File: config.mk
export PLATFORM = sky130hd
export DESIGN_NAME = tef_txq_regs
export DESIGN_NICKNAME = d
export VERILOG_FILES = /design/src/verilog/tef_txq_pkg.sv /design/src/verilog/tef_txq_regs.sv
export SDC_FILE = /design/constraint.sdc
export NUM_CORES = 1
export LEC_CHECK = 0
export BUFFER_PORTS_ARGS = -buffer_cell sky130_fd_sc_hd__buf_2
export CORE_MARGIN = 4
export CORE_UTILIZATION = 45
export DETAILED_ROUTE_END_ITERATION = 8
export SLEW_MARGIN = 20
export SYNTH_ARGS = -nofsm -noshare
export SYNTH_HDL_FRONTEND = slang
export SYNTH_SLANG_ARGS = --single-unit
File: constraint.sdc
create_clock -name mclk -period 10.3 [get_ports mclk]
set_input_delay 1.545 -clock mclk [delete_from_list [all_inputs] [get_ports mclk]]
set_output_delay 1.545 -clock mclk [all_outputs]
set_load 0.05 [all_outputs]
File: src/verilog/tef_txq_pkg.sv
// constants for the transmit event fifo and transmit queue register block
package tef_txq_pkg;
  // register indices on the register port
  localparam logic [3:0] IDX_EVENT_CTRL = 4'h0;
  localparam logic [3:0] IDX_EVENT_STAT = 4'h1;
  localparam logic [3:0] IDX_EVENT_ADDR = 4'h2;
  localparam logic [3:0] IDX_TXQ_CTRL = 4'h3;
  // field positions
  localparam int BIT_PAYLOAD_SIZE_FIELD_LO = 29;
  localparam int BIT_DEPTH_FIELD_LO = 24;
  localparam int BIT_RETRY_LO = 21;
  localparam int BIT_PRI_LO = 16;
  localparam int BIT_FIFO_RESET_BIT = 10;
  localparam int BIT_SEND_REQUEST_BIT = 9;
  localparam int BIT_POINTER_INCREMENT_BIT = 8;
  localparam int BIT_DIRECTION_IS_TRANSMIT = 7;
  localparam int BIT_TSEN = 5;
  localparam int BIT_ATIE = 4;
  localparam int BIT_OVF = 3;
  localparam int BIT_FULL = 2;
  localparam int BIT_HALF = 1;
  localparam int BIT_NE = 0;
  localparam int BIT_QEIE = 2;
  localparam int BIT_QNIE = 0;
  // reset values
  localparam logic [4:0] RST_DEPTH_FIELD = 5'h00;
  localparam logic [2:0] RST_PAYLOAD_SIZE_FIELD = 3'h0;
  localparam logic [1:0] RST_RETRY = 2'h3;
  localparam logic [4:0] RST_PRI = 5'h00;
  localparam logic RST_FIFO_RESET_BIT = 1'b1;
  // retry policy codes
  localparam logic [1:0] RETRY_NONE = 2'h0;
  localparam logic [1:0] RETRY_THREE = 2'h1;
  localparam logic [1:0] RETRY_UNLIM = 2'h2;
  // event object layout in message ram
  localparam logic [31:0] EVENT_RAM_BASE = 32'h0000_0400;
  localparam logic [31:0] OBJ_BYTES_PLAIN = 32'h0000_0008;
  localparam logic [31:0] OBJ_BYTES_STAMP = 32'h0000_000c;
  localparam int STAGE_DEPTH = 16;
  localparam int STAGE_AW = 4;
  localparam int EVT_W = 64;
endpackage : tef_txq_pkg

File: src/verilog/tef_txq_regs.sv
// transmit event fifo and transmit queue control, status and pointer logic
//
// Behaviour
// - depth field value plus one gives messages held, zero is one, all ones 32
// - writing one to event fifo reset resets it, bit self-clears, zero ignored
// - event increment bit advances the tail by one object, reads back zero
// - time stamp enable attaches a stamp to each stored event object
// - depth, stamp enable and payload size change only in configuration mode
// - event control holds overflow, full, half and not-empty interrupt enables
// - overflow flag is set by hardware and held until software clears it
// - full, half and not-empty are live read-only status of occupancy
// - event read address returns ram address of the current tail object
// - retry field 00 none, 01 three, 10 or 11 unlimited, resets to 11
// - queue retry limit applies only while the global limit enable is set
// - queue priority five bits, zero lowest and all ones highest
// - queue reset bit held one in configuration mode, cleared in normal mode
// - send request updated on message completion, abort and queue reset
// - software sets send request, device clears when sent, clearing aborts
// - queue increment bit advances the queue head by one message
// - queue direction bit is read-only and always reads one
// - queue control holds attempts exhausted, empty and not-full enables
`timescale 1ns/1ps
`default_nettype none

////////////////////////////////////////////////////////////////////////////////
// staging fifo between event source and message ram writer
module event_stage_fifo #(
  parameter int WIDTH = 64,
  parameter int DEPTH = 16,
  parameter int AW = 4
) (
  input wire logic mclk,
  input wire logic resetn,
  input wire logic in_valid,
  output logic in_ready,
  input wire logic [WIDTH-1:0] in_data,
  output logic out_valid,
  input wire logic out_ready,
  output logic [WIDTH-1:0] out_data
);
  logic [WIDTH-1:0] mem [DEPTH];
  logic [AW-1:0] wr_ptr;
  logic [AW-1:0] rd_ptr;
  logic [AW:0] count;
  logic [AW:0] next_count;
  logic push;
  logic pop;

  // handshakes and next occupancy
  assign push = in_valid && in_ready;
  assign pop = out_valid && out_ready;
  assign out_data = mem[rd_ptr];
  always_comb begin
    next_count = count;
    if (push && !pop) begin
      next_count = count + (AW+1)'(1);
    end else if (pop && !push) begin
      next_count = count - (AW+1)'(1);
    end
  end

  // occupancy and registered full/empty
  always_ff @(posedge mclk or negedge resetn) begin
    if (!resetn) begin
      count <= '0;
      in_ready <= 1'b1;
      out_valid <= 1'b0;
    end else begin
      count <= next_count;
      in_ready <= next_count != (AW+1)'(DEPTH);
      out_valid <= next_count != '0;
    end
  end

  // pointers wrap at depth
  always_ff @(posedge mclk or negedge resetn) begin
    if (!resetn) begin
      wr_ptr <= '0;
      rd_ptr <= '0;
    end else begin
      if (push) begin
        wr_ptr <= (wr_ptr == AW'(DEPTH - 1)) ? '0 : wr_ptr + AW'(1);
      end
      if (pop) begin
        rd_ptr <= (rd_ptr == AW'(DEPTH - 1)) ? '0 : rd_ptr + AW'(1);
      end
    end
  end

  // storage
  always_ff @(posedge mclk) begin
    if (push) begin
      mem[wr_ptr] <= in_data;
    end
  end
endmodule : event_stage_fifo

////////////////////////////////////////////////////////////////////////////////
// register block top
module tef_txq_regs (
  input wire logic mclk,
  input wire logic resetn,
  input wire logic config_mode,
  input wire logic global_retry_limit_enable,
  input wire logic reg_wr,
  input wire logic reg_rd,
  input wire logic [3:0] reg_addr,
  input wire logic [31:0] reg_wdata,
  output logic [31:0] reg_rdata,
  input wire logic evt_valid,
  output logic evt_ready,
  input wire logic [31:0] evt_data,
  input wire logic [31:0] evt_stamp,
  output logic ram_wr_valid,
  input wire logic ram_wr_ready,
  output logic [31:0] ram_wr_addr,
  output logic [tef_txq_pkg::EVT_W-1:0] ram_wr_data,
  output logic ram_wr_stamped,
  input wire logic txq_msg_done,
  input wire logic txq_msg_abort,
  input wire logic txq_attempts_exhausted,
  input wire logic txq_empty,
  input wire logic txq_not_full,
  output logic event_irq,
  output logic txq_irq,
  output logic txq_send_request,
  output logic txq_abort_request,
  output logic txq_in_reset,
  output logic [4:0] txq_head,
  output logic [4:0] txq_depth_code,
  output logic [6:0] txq_payload_bytes,
  output logic [4:0] txq_priority,
  output logic [1:0] txq_retry_policy
);
  import tef_txq_pkg::*;

  logic [4:0] ev_depth_field;
  logic ev_tsen;
  logic [3:0] ev_ie;
  logic ev_fifo_reset_bit;
  logic ev_ovf;
  logic [4:0] ev_head;
  logic [4:0] ev_tail;
  logic [5:0] ev_count;
  logic [5:0] ev_depth;
  logic ev_full;
  logic ev_half;
  logic ev_ne;
  logic [2:0] q_payload_size_field;
  logic [1:0] q_retry;
  logic [2:0] q_ie;
  logic wr_ev_ctrl;
  logic wr_ev_stat;
  logic wr_q_ctrl;
  logic stage_valid;
  logic [EVT_W-1:0] stage_data;
  logic stage_ready;
  logic pop_obj;
  logic store;
  logic overflow_evt;
  logic tail_step;
  logic q_sw_clear;
  logic [31:0] obj_bytes;
  logic [31:0] ev_tail_addr;
  logic [31:0] rd_word;

  // next index with wrap at the programmed depth
  function automatic logic [4:0] next_index(input logic [4:0] idx, input logic [4:0] fsz);
    next_index = (idx == fsz) ? 5'h00 : idx + 5'h01;
  endfunction : next_index

  // payload byte count per size code
  function automatic logic [6:0] payload_bytes(input logic [2:0] code);
    case (code)
      3'h0: payload_bytes = 7'h08;
      3'h1: payload_bytes = 7'h0c;
      3'h2: payload_bytes = 7'h10;
      3'h3: payload_bytes = 7'h14;
      3'h4: payload_bytes = 7'h18;
      3'h5: payload_bytes = 7'h20;
      3'h6: payload_bytes = 7'h30;
      default: payload_bytes = 7'h40;
    endcase
  endfunction : payload_bytes

  //////////////////////////////////////////////////////////////////////////////
  // decode and live status
  assign wr_ev_ctrl = reg_wr && reg_addr == IDX_EVENT_CTRL;
  assign wr_ev_stat = reg_wr && reg_addr == IDX_EVENT_STAT;
  assign wr_q_ctrl = reg_wr && reg_addr == IDX_TXQ_CTRL;
  assign ev_depth = {1'b0, ev_depth_field} + 6'h01;
  assign ev_full = ev_count == ev_depth;
  assign ev_half = {ev_count, 1'b0} >= {1'b0, ev_depth};
  assign ev_ne = ev_count != 6'h00;
  assign obj_bytes = ev_tsen ? OBJ_BYTES_STAMP : OBJ_BYTES_PLAIN;
  assign ev_tail_addr = EVENT_RAM_BASE + 32'(ev_tail) * obj_bytes;

  // drain the staging fifo into message ram; stalls on ram back-pressure
  assign stage_ready = (!ram_wr_valid || ram_wr_ready) && !ev_fifo_reset_bit;
  assign pop_obj = stage_valid && stage_ready;
  assign store = pop_obj && !ev_full;
  assign overflow_evt = pop_obj && ev_full;
  assign tail_step = wr_ev_ctrl && reg_wdata[BIT_POINTER_INCREMENT_BIT] && ev_ne && !ev_fifo_reset_bit;
  assign q_sw_clear = wr_q_ctrl && !reg_wdata[BIT_SEND_REQUEST_BIT] && txq_send_request;

  event_stage_fifo #(
    .WIDTH(EVT_W),
    .DEPTH(STAGE_DEPTH),
    .AW(STAGE_AW)
  ) u_stage (
    .mclk(mclk),
    .resetn(resetn),
    .in_valid(evt_valid),
    .in_ready(evt_ready),
    .in_data({evt_stamp, evt_data}),
    .out_valid(stage_valid),
    .out_ready(stage_ready),
    .out_data(stage_data)
  );

  //////////////////////////////////////////////////////////////////////////////
  // event fifo configuration, depth and stamp enable gated by mode
  always_ff @(posedge mclk or negedge resetn) begin
    if (!resetn) begin
      ev_depth_field <= RST_DEPTH_FIELD;
      ev_tsen <= 1'b0;
      ev_ie <= 4'h0;
    end else if (wr_ev_ctrl) begin
      if (config_mode) begin
        ev_depth_field <= reg_wdata[BIT_DEPTH_FIELD_LO +: 5];
        ev_tsen <= reg_wdata[BIT_TSEN];
      end
      ev_ie <= reg_wdata[3:0];
    end
  end

  // event fifo reset request, cleared once the reset cycle has run
  always_ff @(posedge mclk or negedge resetn) begin
    if (!resetn) begin
      ev_fifo_reset_bit <= RST_FIFO_RESET_BIT;
    end else if (wr_ev_ctrl && reg_wdata[BIT_FIFO_RESET_BIT]) begin
      ev_fifo_reset_bit <= 1'b1;
    end else if (ev_fifo_reset_bit) begin
      ev_fifo_reset_bit <= 1'b0;
    end
  end

  // event fifo head, tail and occupancy
  always_ff @(posedge mclk or negedge resetn) begin
    if (!resetn) begin
      ev_head <= 5'h00;
      ev_tail <= 5'h00;
      ev_count <= 6'h00;
    end else if (ev_fifo_reset_bit) begin
      ev_head <= 5'h00;
      ev_tail <= 5'h00;
      ev_count <= 6'h00;
    end else begin
      if (store) begin
        ev_head <= next_index(ev_head, ev_depth_field);
      end
      if (tail_step) begin
        ev_tail <= next_index(ev_tail, ev_depth_field);
      end
      if (store && !tail_step) begin
        ev_count <= ev_count + 6'h01;
      end else if (tail_step && !store) begin
        ev_count <= ev_count - 6'h01;
      end
    end
  end

  // overflow flag: hardware set wins over a software clear
  always_ff @(posedge mclk or negedge resetn) begin
    if (!resetn) begin
      ev_ovf <= 1'b0;
    end else if (overflow_evt) begin
      ev_ovf <= 1'b1;
    end else if (wr_ev_stat && !reg_wdata[BIT_OVF]) begin
      ev_ovf <= 1'b0;
    end
  end

  // message ram write port
  always_ff @(posedge mclk or negedge resetn) begin
    if (!resetn) begin
      ram_wr_valid <= 1'b0;
      ram_wr_addr <= 32'h0000_0000;
      ram_wr_data <= '0;
      ram_wr_stamped <= 1'b0;
    end else if (store) begin
      ram_wr_valid <= 1'b1;
      ram_wr_addr <= EVENT_RAM_BASE + 32'(ev_head) * obj_bytes;
      ram_wr_data <= ev_tsen ? stage_data : {32'h0000_0000, stage_data[31:0]};
      ram_wr_stamped <= ev_tsen;
    end else if (ram_wr_ready) begin
      ram_wr_valid <= 1'b0;
    end
  end

  // event interrupt, each condition gated by its enable
  always_ff @(posedge mclk or negedge resetn) begin
    if (!resetn) begin
      event_irq <= 1'b0;
    end else begin
      event_irq <= |({ev_ovf, ev_full, ev_half, ev_ne} & ev_ie);
    end
  end

  //////////////////////////////////////////////////////////////////////////////
  // transmit queue configuration
  always_ff @(posedge mclk or negedge resetn) begin
    if (!resetn) begin
      q_payload_size_field <= RST_PAYLOAD_SIZE_FIELD;
      txq_depth_code <= RST_DEPTH_FIELD;
      q_retry <= RST_RETRY;
      txq_priority <= RST_PRI;
      q_ie <= 3'h0;
    end else if (wr_q_ctrl) begin
      if (config_mode) begin
        q_payload_size_field <= reg_wdata[BIT_PAYLOAD_SIZE_FIELD_LO +: 3];
        txq_depth_code <= reg_wdata[BIT_DEPTH_FIELD_LO +: 5];
      end
      q_retry <= reg_wdata[BIT_RETRY_LO +: 2];
      txq_priority <= reg_wdata[BIT_PRI_LO +: 5];
      q_ie <= {reg_wdata[BIT_ATIE], reg_wdata[BIT_QEIE], reg_wdata[BIT_QNIE]};
    end
  end

  // queue reset held in configuration mode, released in normal mode
  always_ff @(posedge mclk or negedge resetn) begin
    if (!resetn) begin
      txq_in_reset <= RST_FIFO_RESET_BIT;
    end else begin
      txq_in_reset <= config_mode || (wr_q_ctrl && reg_wdata[BIT_FIFO_RESET_BIT]);
    end
  end

  // queue head pointer
  always_ff @(posedge mclk or negedge resetn) begin
    if (!resetn) begin
      txq_head <= 5'h00;
    end else if (txq_in_reset) begin
      txq_head <= 5'h00;
    end else if (wr_q_ctrl && reg_wdata[BIT_POINTER_INCREMENT_BIT]) begin
      txq_head <= next_index(txq_head, txq_depth_code);
    end
  end

  // send request: software set wins over hardware clear
  always_ff @(posedge mclk or negedge resetn) begin
    if (!resetn) begin
      txq_send_request <= 1'b0;
      txq_abort_request <= 1'b0;
    end else begin
      txq_abort_request <= q_sw_clear;
      if (wr_q_ctrl && reg_wdata[BIT_SEND_REQUEST_BIT]) begin
        txq_send_request <= 1'b1;
      end else if (txq_in_reset || txq_msg_done || txq_msg_abort || q_sw_clear) begin
        txq_send_request <= 1'b0;
      end
    end
  end

  // decoded queue settings and interrupt
  always_ff @(posedge mclk or negedge resetn) begin
    if (!resetn) begin
      txq_payload_bytes <= 7'h08;
      txq_retry_policy <= RETRY_UNLIM;
      txq_irq <= 1'b0;
    end else begin
      txq_payload_bytes <= payload_bytes(q_payload_size_field);
      if (!global_retry_limit_enable || q_retry[1]) begin
        txq_retry_policy <= RETRY_UNLIM;
      end else begin
        txq_retry_policy <= q_retry[0] ? RETRY_THREE : RETRY_NONE;
      end
      txq_irq <= |(q_ie & {txq_attempts_exhausted, txq_empty, txq_not_full});
    end
  end

  //////////////////////////////////////////////////////////////////////////////
  // read word assembly; unmapped indices read zero
  always_comb begin
    rd_word = 32'h0000_0000;
    case (reg_addr)
      IDX_EVENT_CTRL: begin
        rd_word[BIT_DEPTH_FIELD_LO +: 5] = ev_depth_field;
        rd_word[BIT_FIFO_RESET_BIT] = ev_fifo_reset_bit;
        rd_word[BIT_TSEN] = ev_tsen;
        rd_word[3:0] = ev_ie;
      end
      IDX_EVENT_STAT: begin
        rd_word[BIT_OVF] = ev_ovf;
        rd_word[BIT_FULL] = ev_full;
        rd_word[BIT_HALF] = ev_half;
        rd_word[BIT_NE] = ev_ne;
      end
      IDX_EVENT_ADDR: rd_word = ev_tail_addr;
      IDX_TXQ_CTRL: begin
        rd_word[BIT_PAYLOAD_SIZE_FIELD_LO +: 3] = q_payload_size_field;
        rd_word[BIT_DEPTH_FIELD_LO +: 5] = txq_depth_code;
        rd_word[BIT_RETRY_LO +: 2] = q_retry;
        rd_word[BIT_PRI_LO +: 5] = txq_priority;
        rd_word[BIT_FIFO_RESET_BIT] = txq_in_reset;
        rd_word[BIT_SEND_REQUEST_BIT] = txq_send_request;
        rd_word[BIT_DIRECTION_IS_TRANSMIT] = 1'b1;
        rd_word[BIT_ATIE] = q_ie[2];
        rd_word[BIT_QEIE] = q_ie[1];
        rd_word[BIT_QNIE] = q_ie[0];
      end
      default: rd_word = 32'h0000_0000;
    endcase
  end

  // registered read data
  always_ff @(posedge mclk or negedge resetn) begin
    if (!resetn) begin
      reg_rdata <= 32'h0000_0000;
    end else if (reg_rd) begin
      reg_rdata <= rd_word;
    end
  end
endmodule : tef_txq_regs

`default_nettype wire

* Word level (Yosys, flattened, before mapping)
Memories as Yosys holds them, arrays and structs flattened.
Index checks and enable logic that the tools add are counted.
** Operators by class
- Add/subtract/negate cells :: 12
- $mul :: 2
- Magnitude comparators :: 1
- Equal/unequal tests :: 16
- Muxes and demuxes :: 45
- Bitwise logic cells :: 2
- Reduce and logical (&&, ||, !) cells :: 53
** Operators with widths (number)
- $mux W64 :: 1
- $mux W5 :: 11
- $pmux W7 S7 :: 1
- $add A11 B9 Y12 const A :: 2
- $logic_and A1 B1 Y1 :: 22
- $add A5 B1 Y5 const B :: 4
- $mul A5 B4 Y9 :: 2
- $mux W6 :: 3
- $eq A5 B5 Y1 :: 3
- $pmux W5 S3 :: 1
- $pmux W7 S2 :: 1
- $mux W1 :: 13
- $reduce_bool A2 Y1 :: 6
- $logic_not A1 Y1 :: 10
- $eq A3 B3 Y1 const B :: 3
- $pmux W1 S3 :: 3
- $add A4 B1 Y4 const B :: 2
- $eq A4 B2 Y1 const B :: 2
- $eq A4 B4 Y1 const B :: 2
- $mux W4 :: 2
- $pmux W1 S2 :: 4
- $pmux W1 S4 :: 2
- $ge A7 B6 Y1 :: 1
- $add A5 B1 Y6 const B :: 1
- other kinds (22) :: 29
** Word-level totals
- Bits in registers :: 210
- Bits in writable memories :: 1024
- Input bits :: 113
- Output and inout port bits :: 160
- Logic and storage cells :: 163
- Memories kept :: 1
** Memories
- u_stage.mem :: depth 16, width 64, read ports 1, clocked after memory_dff 0, write ports 1, RTL line tef_txq_regs.sv:41 : logic [WIDTH-1:0] mem [DEPTH];

* Depth between registers and ports, before layout
- Depth after elaboration :: 10
- Depth in mapped cells :: 15

* Modules after synthesis
Synthesis repeated with hierarchy kept, for this count alone.
** Unflattened totals
- Cells, all modules :: 2458
- Area, all modules :: 47583.1 µm²
** By module, submodules not included
- event_stage_fifo :: instances 1, cells each 1671, area each 39171.3 µm², seq. area each 31126.1 µm²
- tef_txq_regs :: instances 1, cells each 787, area each 8411.8 µm², seq. area each 4111.4 µm²

* Worst setup path after synthesis
No wires, ideal clock.
- Path type :: input to register
- From :: input evt_valid
- To :: memory u_stage.mem[3][0] (enable)
- Library setup time :: 0.564 ns
- Arrival :: 6.569 ns
- Setup slack :: 3.167 ns
- Cell stages on the path :: 4
- Path buffers :: 1
- Cell sequence :: and2_1 -> buf_1 -> nand2_1 -> nor3_1
** Between the ends
- Cells in the longest elaborated chain, start to end :: 3
** Ends and longest elaborated chain
- start, declared :: RTL line tef_txq_regs.sv:110 : input wire logic evt_valid,
- $logic_and A1 B1 Y1 :: RTL line tef_txq_regs.sv:50 : assign push = in_valid && in_ready;
- $mux W1 :: RTL line tef_txq_regs.sv:92 : if (push) begin
- $mux W1 (not written as such) :: RTL line tef_txq_regs.sv:93 : mem[wr_ptr] <= in_data;
- end, declared :: RTL line tef_txq_regs.sv:41
Every way passes these cells.

* Final worst setup path
- From :: register ev_depth_field[0]
- To :: register ev_count[5]
** Between the ends
- Cells in the longest elaborated chain, start to end :: 7
- Elaborated cells on any way between the ends :: 10
- Those cells by class :: add/sub (1); eq/ne (1); mux (2); reduce/logical (6)
** Ends and longest elaborated chain
- start, declared :: RTL line tef_txq_regs.sv:137 : logic [4:0] ev_depth_field;
- start signal, assigned :: RTL line tef_txq_regs.sv:230 : ev_depth_field <= reg_wdata[BIT_DEPTH_FIELD_LO +: 5];
- $add A5 B1 Y6 (*) :: RTL line tef_txq_regs.sv:191 : assign ev_depth = {1'b0, ev_depth_field} + 6'h01;
- $eq A6 B6 Y1 (*) :: RTL line tef_txq_regs.sv:192 : assign ev_full = ev_count == ev_depth;
- $logic_not A1 Y1 (*) :: RTL line tef_txq_regs.sv:201 : assign store = pop_obj && !ev_full;
- $logic_and A1 B1 Y1 (*) :: RTL line tef_txq_regs.sv:201
- $logic_and A1 B1 Y1 / $logic_not A1 Y1 (equally long branches) :: RTL line tef_txq_regs.sv:265, tef_txq_regs.sv:267
- $mux W6 / $logic_and A1 B1 Y1 (equally long branches) :: RTL line tef_txq_regs.sv:265, tef_txq_regs.sv:267
- $mux W6 / $reduce_bool A3 Y1 (equally long branches)
- end signal, assigned :: RTL line tef_txq_regs.sv:266 : ev_count <= ev_count + 6'h01;
- end signal, assigned :: RTL line tef_txq_regs.sv:268 : ev_count <= ev_count - 6'h01;
- end, declared :: RTL line tef_txq_regs.sv:144 : logic [5:0] ev_count;
Every way passes the cells marked *; elsewhere a longest branch is shown, timed or not.
A chain may end at the register's enable or synchronous reset.

==> summary.txt <==
Status
  – Status: finished, final reports clean

Setup path
  – Reg2Reg Setup Slack: 6250 ps
  – Req. time, crit path: roughly 11000 ps
  – CP startpoint kind: flip-flop
  – Critical path class: reg2reg
  – Worst setup EP type: flip-flop
  – RR Startpoint: ev_depth_field[0]$_DFFE_PN0P_
  – Reg2reg end: ev_count[5]$_DFFE_PN0P_
  – WP data arrival: between 4000 and 5000 ps
  – Maximum fanout along the worst path: 36
  – Reg2Reg Depth: 13

STA
  – Minimum clock period: 4050 ps
  – Fmax: 247 MHz
  – Final hold vios: 0
  – Worst-Margin Slew: 1110 ps
  – WHS: 468 ps
  – Clk_skew: 19.6 ps
  – Slew Viols, Final: 0
  – RSZ-0062 raised after global routing: false
  – Period utilization: 39.3%
  – Setup TNS: 0 ps
  – Slew HR: around 26%
  – Final setup viols: 0

Clock tree
  – Clk root buf: clkbuf_16
  – PostCTS Resize Cnt: 0
  – Num CTS Buffers: 116
  – Hold-fix buffers, CTS: 0
  – Clock transition at path regs: approximately 60 ps
  – # Post-CTS Setup Buffers: 0
  – Worst-skew pair later-pin latency: slightly below 700 ps
  – Clk buf depth: 3
  – CTS tree: done
  – H-Tree Depth: 3
  – Clk sinks: around 1200

Min path
  – Hold path depth: 1
  – Min-Delay Path Class: reg2reg
  – Min-delay src: ram_wr_addr[10]$_DFFE_PN0P_
  – WHS Endpoint: ram_wr_addr[10]$_DFFE_PN0P_

Layout
  – Area Growth Syn to Fin: 13.9%
  – Layout cell share with drive strength beyond 1: between 30 and 40%
  – Commonest non-fill, non-tap cells in the layout: edfxtp_1, mux4_2, buf_2
  – Commonest non-fill, non-tap cell in the layout: edfxtp_1
  – Final net count: 2810
  – Utilization after layout: 51.9%

GRT
  – First-pass GRT wire length: 163000 um
  – Initial antenna violation count: 17
  – Vias in the first global route: 24600
  – Tot GR Track Use: 19.7%
  – Largest net degree at the start of global routing: 161
  – Overflow after GRT: 0

Placed design
  – Dpl hpwl: a little under 60000 um
  – GPL Wtd Cong: slightly above 0.8
  – IO Port Bufs: about 230

Synth
  – Area contributors post-synth: edfxtp_1, mux4_2, dfrtp_1, nand2_1, ha_1
  – Synth area leader: edfxtp_1
  – Ys async rst share: between 10 and 15%
  – Syn_area_per_cell: 20.0 um^2
  – Synth warnings: 0
  – Synthesized cell area: 47400 um^2
  – Top FF cell, synth: edfxtp_1
  – Share of the synthesized area in the top cell type: approximately two thirds
  – Register area share after synthesis: 74.3%
  – Synthesized flop and latch total: 1203
  – Post-synth EDFFs: 1024
  – Yosys cell types: 70
  – Syn Inst Count: 2366

Drt
  – TritonRoute pass-1 iters: 5
  – Routed vias: 23400
  – Routed WL: around 110000 um
  – Post-route ant nets: 0
  – DRC: 0
  – DR vias/cell: roughly 5.7
  – Iteration-0 DRC Markers: about 2300
  – WL/cell: 26.5 um

Die
  – Chip width: between 300 and 400 um
  – Row count: 118
  – Core Area: 104000 um^2
  – DIE AREA: 111000 um^2
  – Io pins: around 270
  – Die Y: 333 um
  – Initial Util: 45.5%

Power and ir drop
  – Pwr Density: 278 nW/um^2
  – Peak VDD IR: 272 uV
  – Lkg Pwr: between 15 and 20 nW

Flow run
  – Max cap viols: 0
## cells in the mapped netlist (all sizes together) (8+ instances only)
library cell  number
nor3              13
o21ai             36
dfrtp            172
xnor2             21
xor2              19
nand3             67
buf              101
a21oi             21
edfxtp          1024
mux4             314
nor2              40
ha                48
nor4               8
nand2            215
inv               39
a21o               9
and2              17
mux2              39
clkbuf            47
## worst max-delay path by stage
stage                                        from                           to  slack (ps)  depth (start not counted)
finish              ev_depth_field[0]$_DFFE_PN0P_      ev_count[5]$_DFFE_PN0P_        6250                         13
global route        ev_depth_field[0]$_DFFE_PN0P_      ev_count[5]$_DFFE_PN0P_        6000                         13
CTS                 ev_depth_field[0]$_DFFE_PN0P_      ev_count[5]$_DFFE_PN0P_        6230                         13
detailed placement                      evt_valid  u_stage.mem[5][1]$_DFFE_PP_        5670                          5
global placement                     ram_wr_ready      ev_count[5]$_DFFE_PN0P_        5680                         13
floorplan                               evt_valid  u_stage.mem[3][0]$_DFFE_PP_        3170                          4
## area by class of cell
cell class              instances  area, um^2
fillers                      8179       50100
flip-flops and latches       1203       35300
multi-input cells            1006       11500
clock buffers                 150        3200
well taps                    1380        1730
repair buffers                278        1540
clock inverters                62         587
inverters                      39         146
diodes                          6        15.0
## where the power goes
| part | leakage, nW | internal (W) | switching, W | total, W |
|---|---|---|---|---|
| clock network | 1.84 | 0.00243 | 0.00177 | 0.00420 |
| registers | 11.5 | 0.00594 | 0.000441 | 0.00638 |
| logic | 5.50 | 0.00186 | 0.00257 | 0.00443 |
## metrics by stage
stage | instances | setup slack, ps | cell area, um^2 | total power (W)
after floorplan | 2396 | 3170 | 47500 | 0.00970
after global placement | 3906 | 5680 | 50200 | 0.0109
after detailed placement | 3906 | 5670 | 50200 | 0.0110
after CTS | 4118 | 6230 | 54000 | 0.0152
after global routing | 4121 | 6000 | 54000 | 0.0157
final | 4124 | 6250 | 54000 | 0.0150
## per-layer routing
metal / vias up / GRT usage [%] / routed length (um)
met2: 663 / 33.4 / 55400
met3: 160 / 3.03 / 5700
li1: 10000 / - / -
met1: 12500 / 26.9 / 45800
met4: 8 / 5.17 / 2280
met5: - / 0 / 60
## cells by family after synthesis
kind of cell | count (synthesis) | synth area share, %
flip-flops | 1203 | 74.3
AND/OR/NAND/NOR | 395 | 3.73
multiplexers | 360 | 16.0
buffers and inverters | 187 | 1.91
AO/OA/AOI/OAI | 126 | 1.77
adder cells (fa/ha/maj) | 54 | 1.50
XOR/XNOR | 40 | 0.739
other | 1 | 0.00791
## flip-flops by register name (all words and copies together) (netlist names), 5 cells and up
signal             count
u_stage.mem         1024
ram_wr_data           64
reg_rdata             26
ram_wr_addr            9
ev_count               6
ev_depth_field         5
ev_head                5
ev_tail                5
txq_depth_code         5
txq_head               5
txq_payload_bytes      5
txq_priority           5
u_stage.count          5
## worst max-delay path: stages (launching register included)
cell	delay, ps
dfrtp_1	560
ha_1	330
xnor2_1	250
xor2_1	110
nand4_1	270
o21a_4	610
nand2_1	290
ha_1	360
a211oi_1	230
o21bai_1	100
a21o_1	220
or2_1	250
mux2_4	280
o211ai_2	130
(Power assumes the default switching activity.)
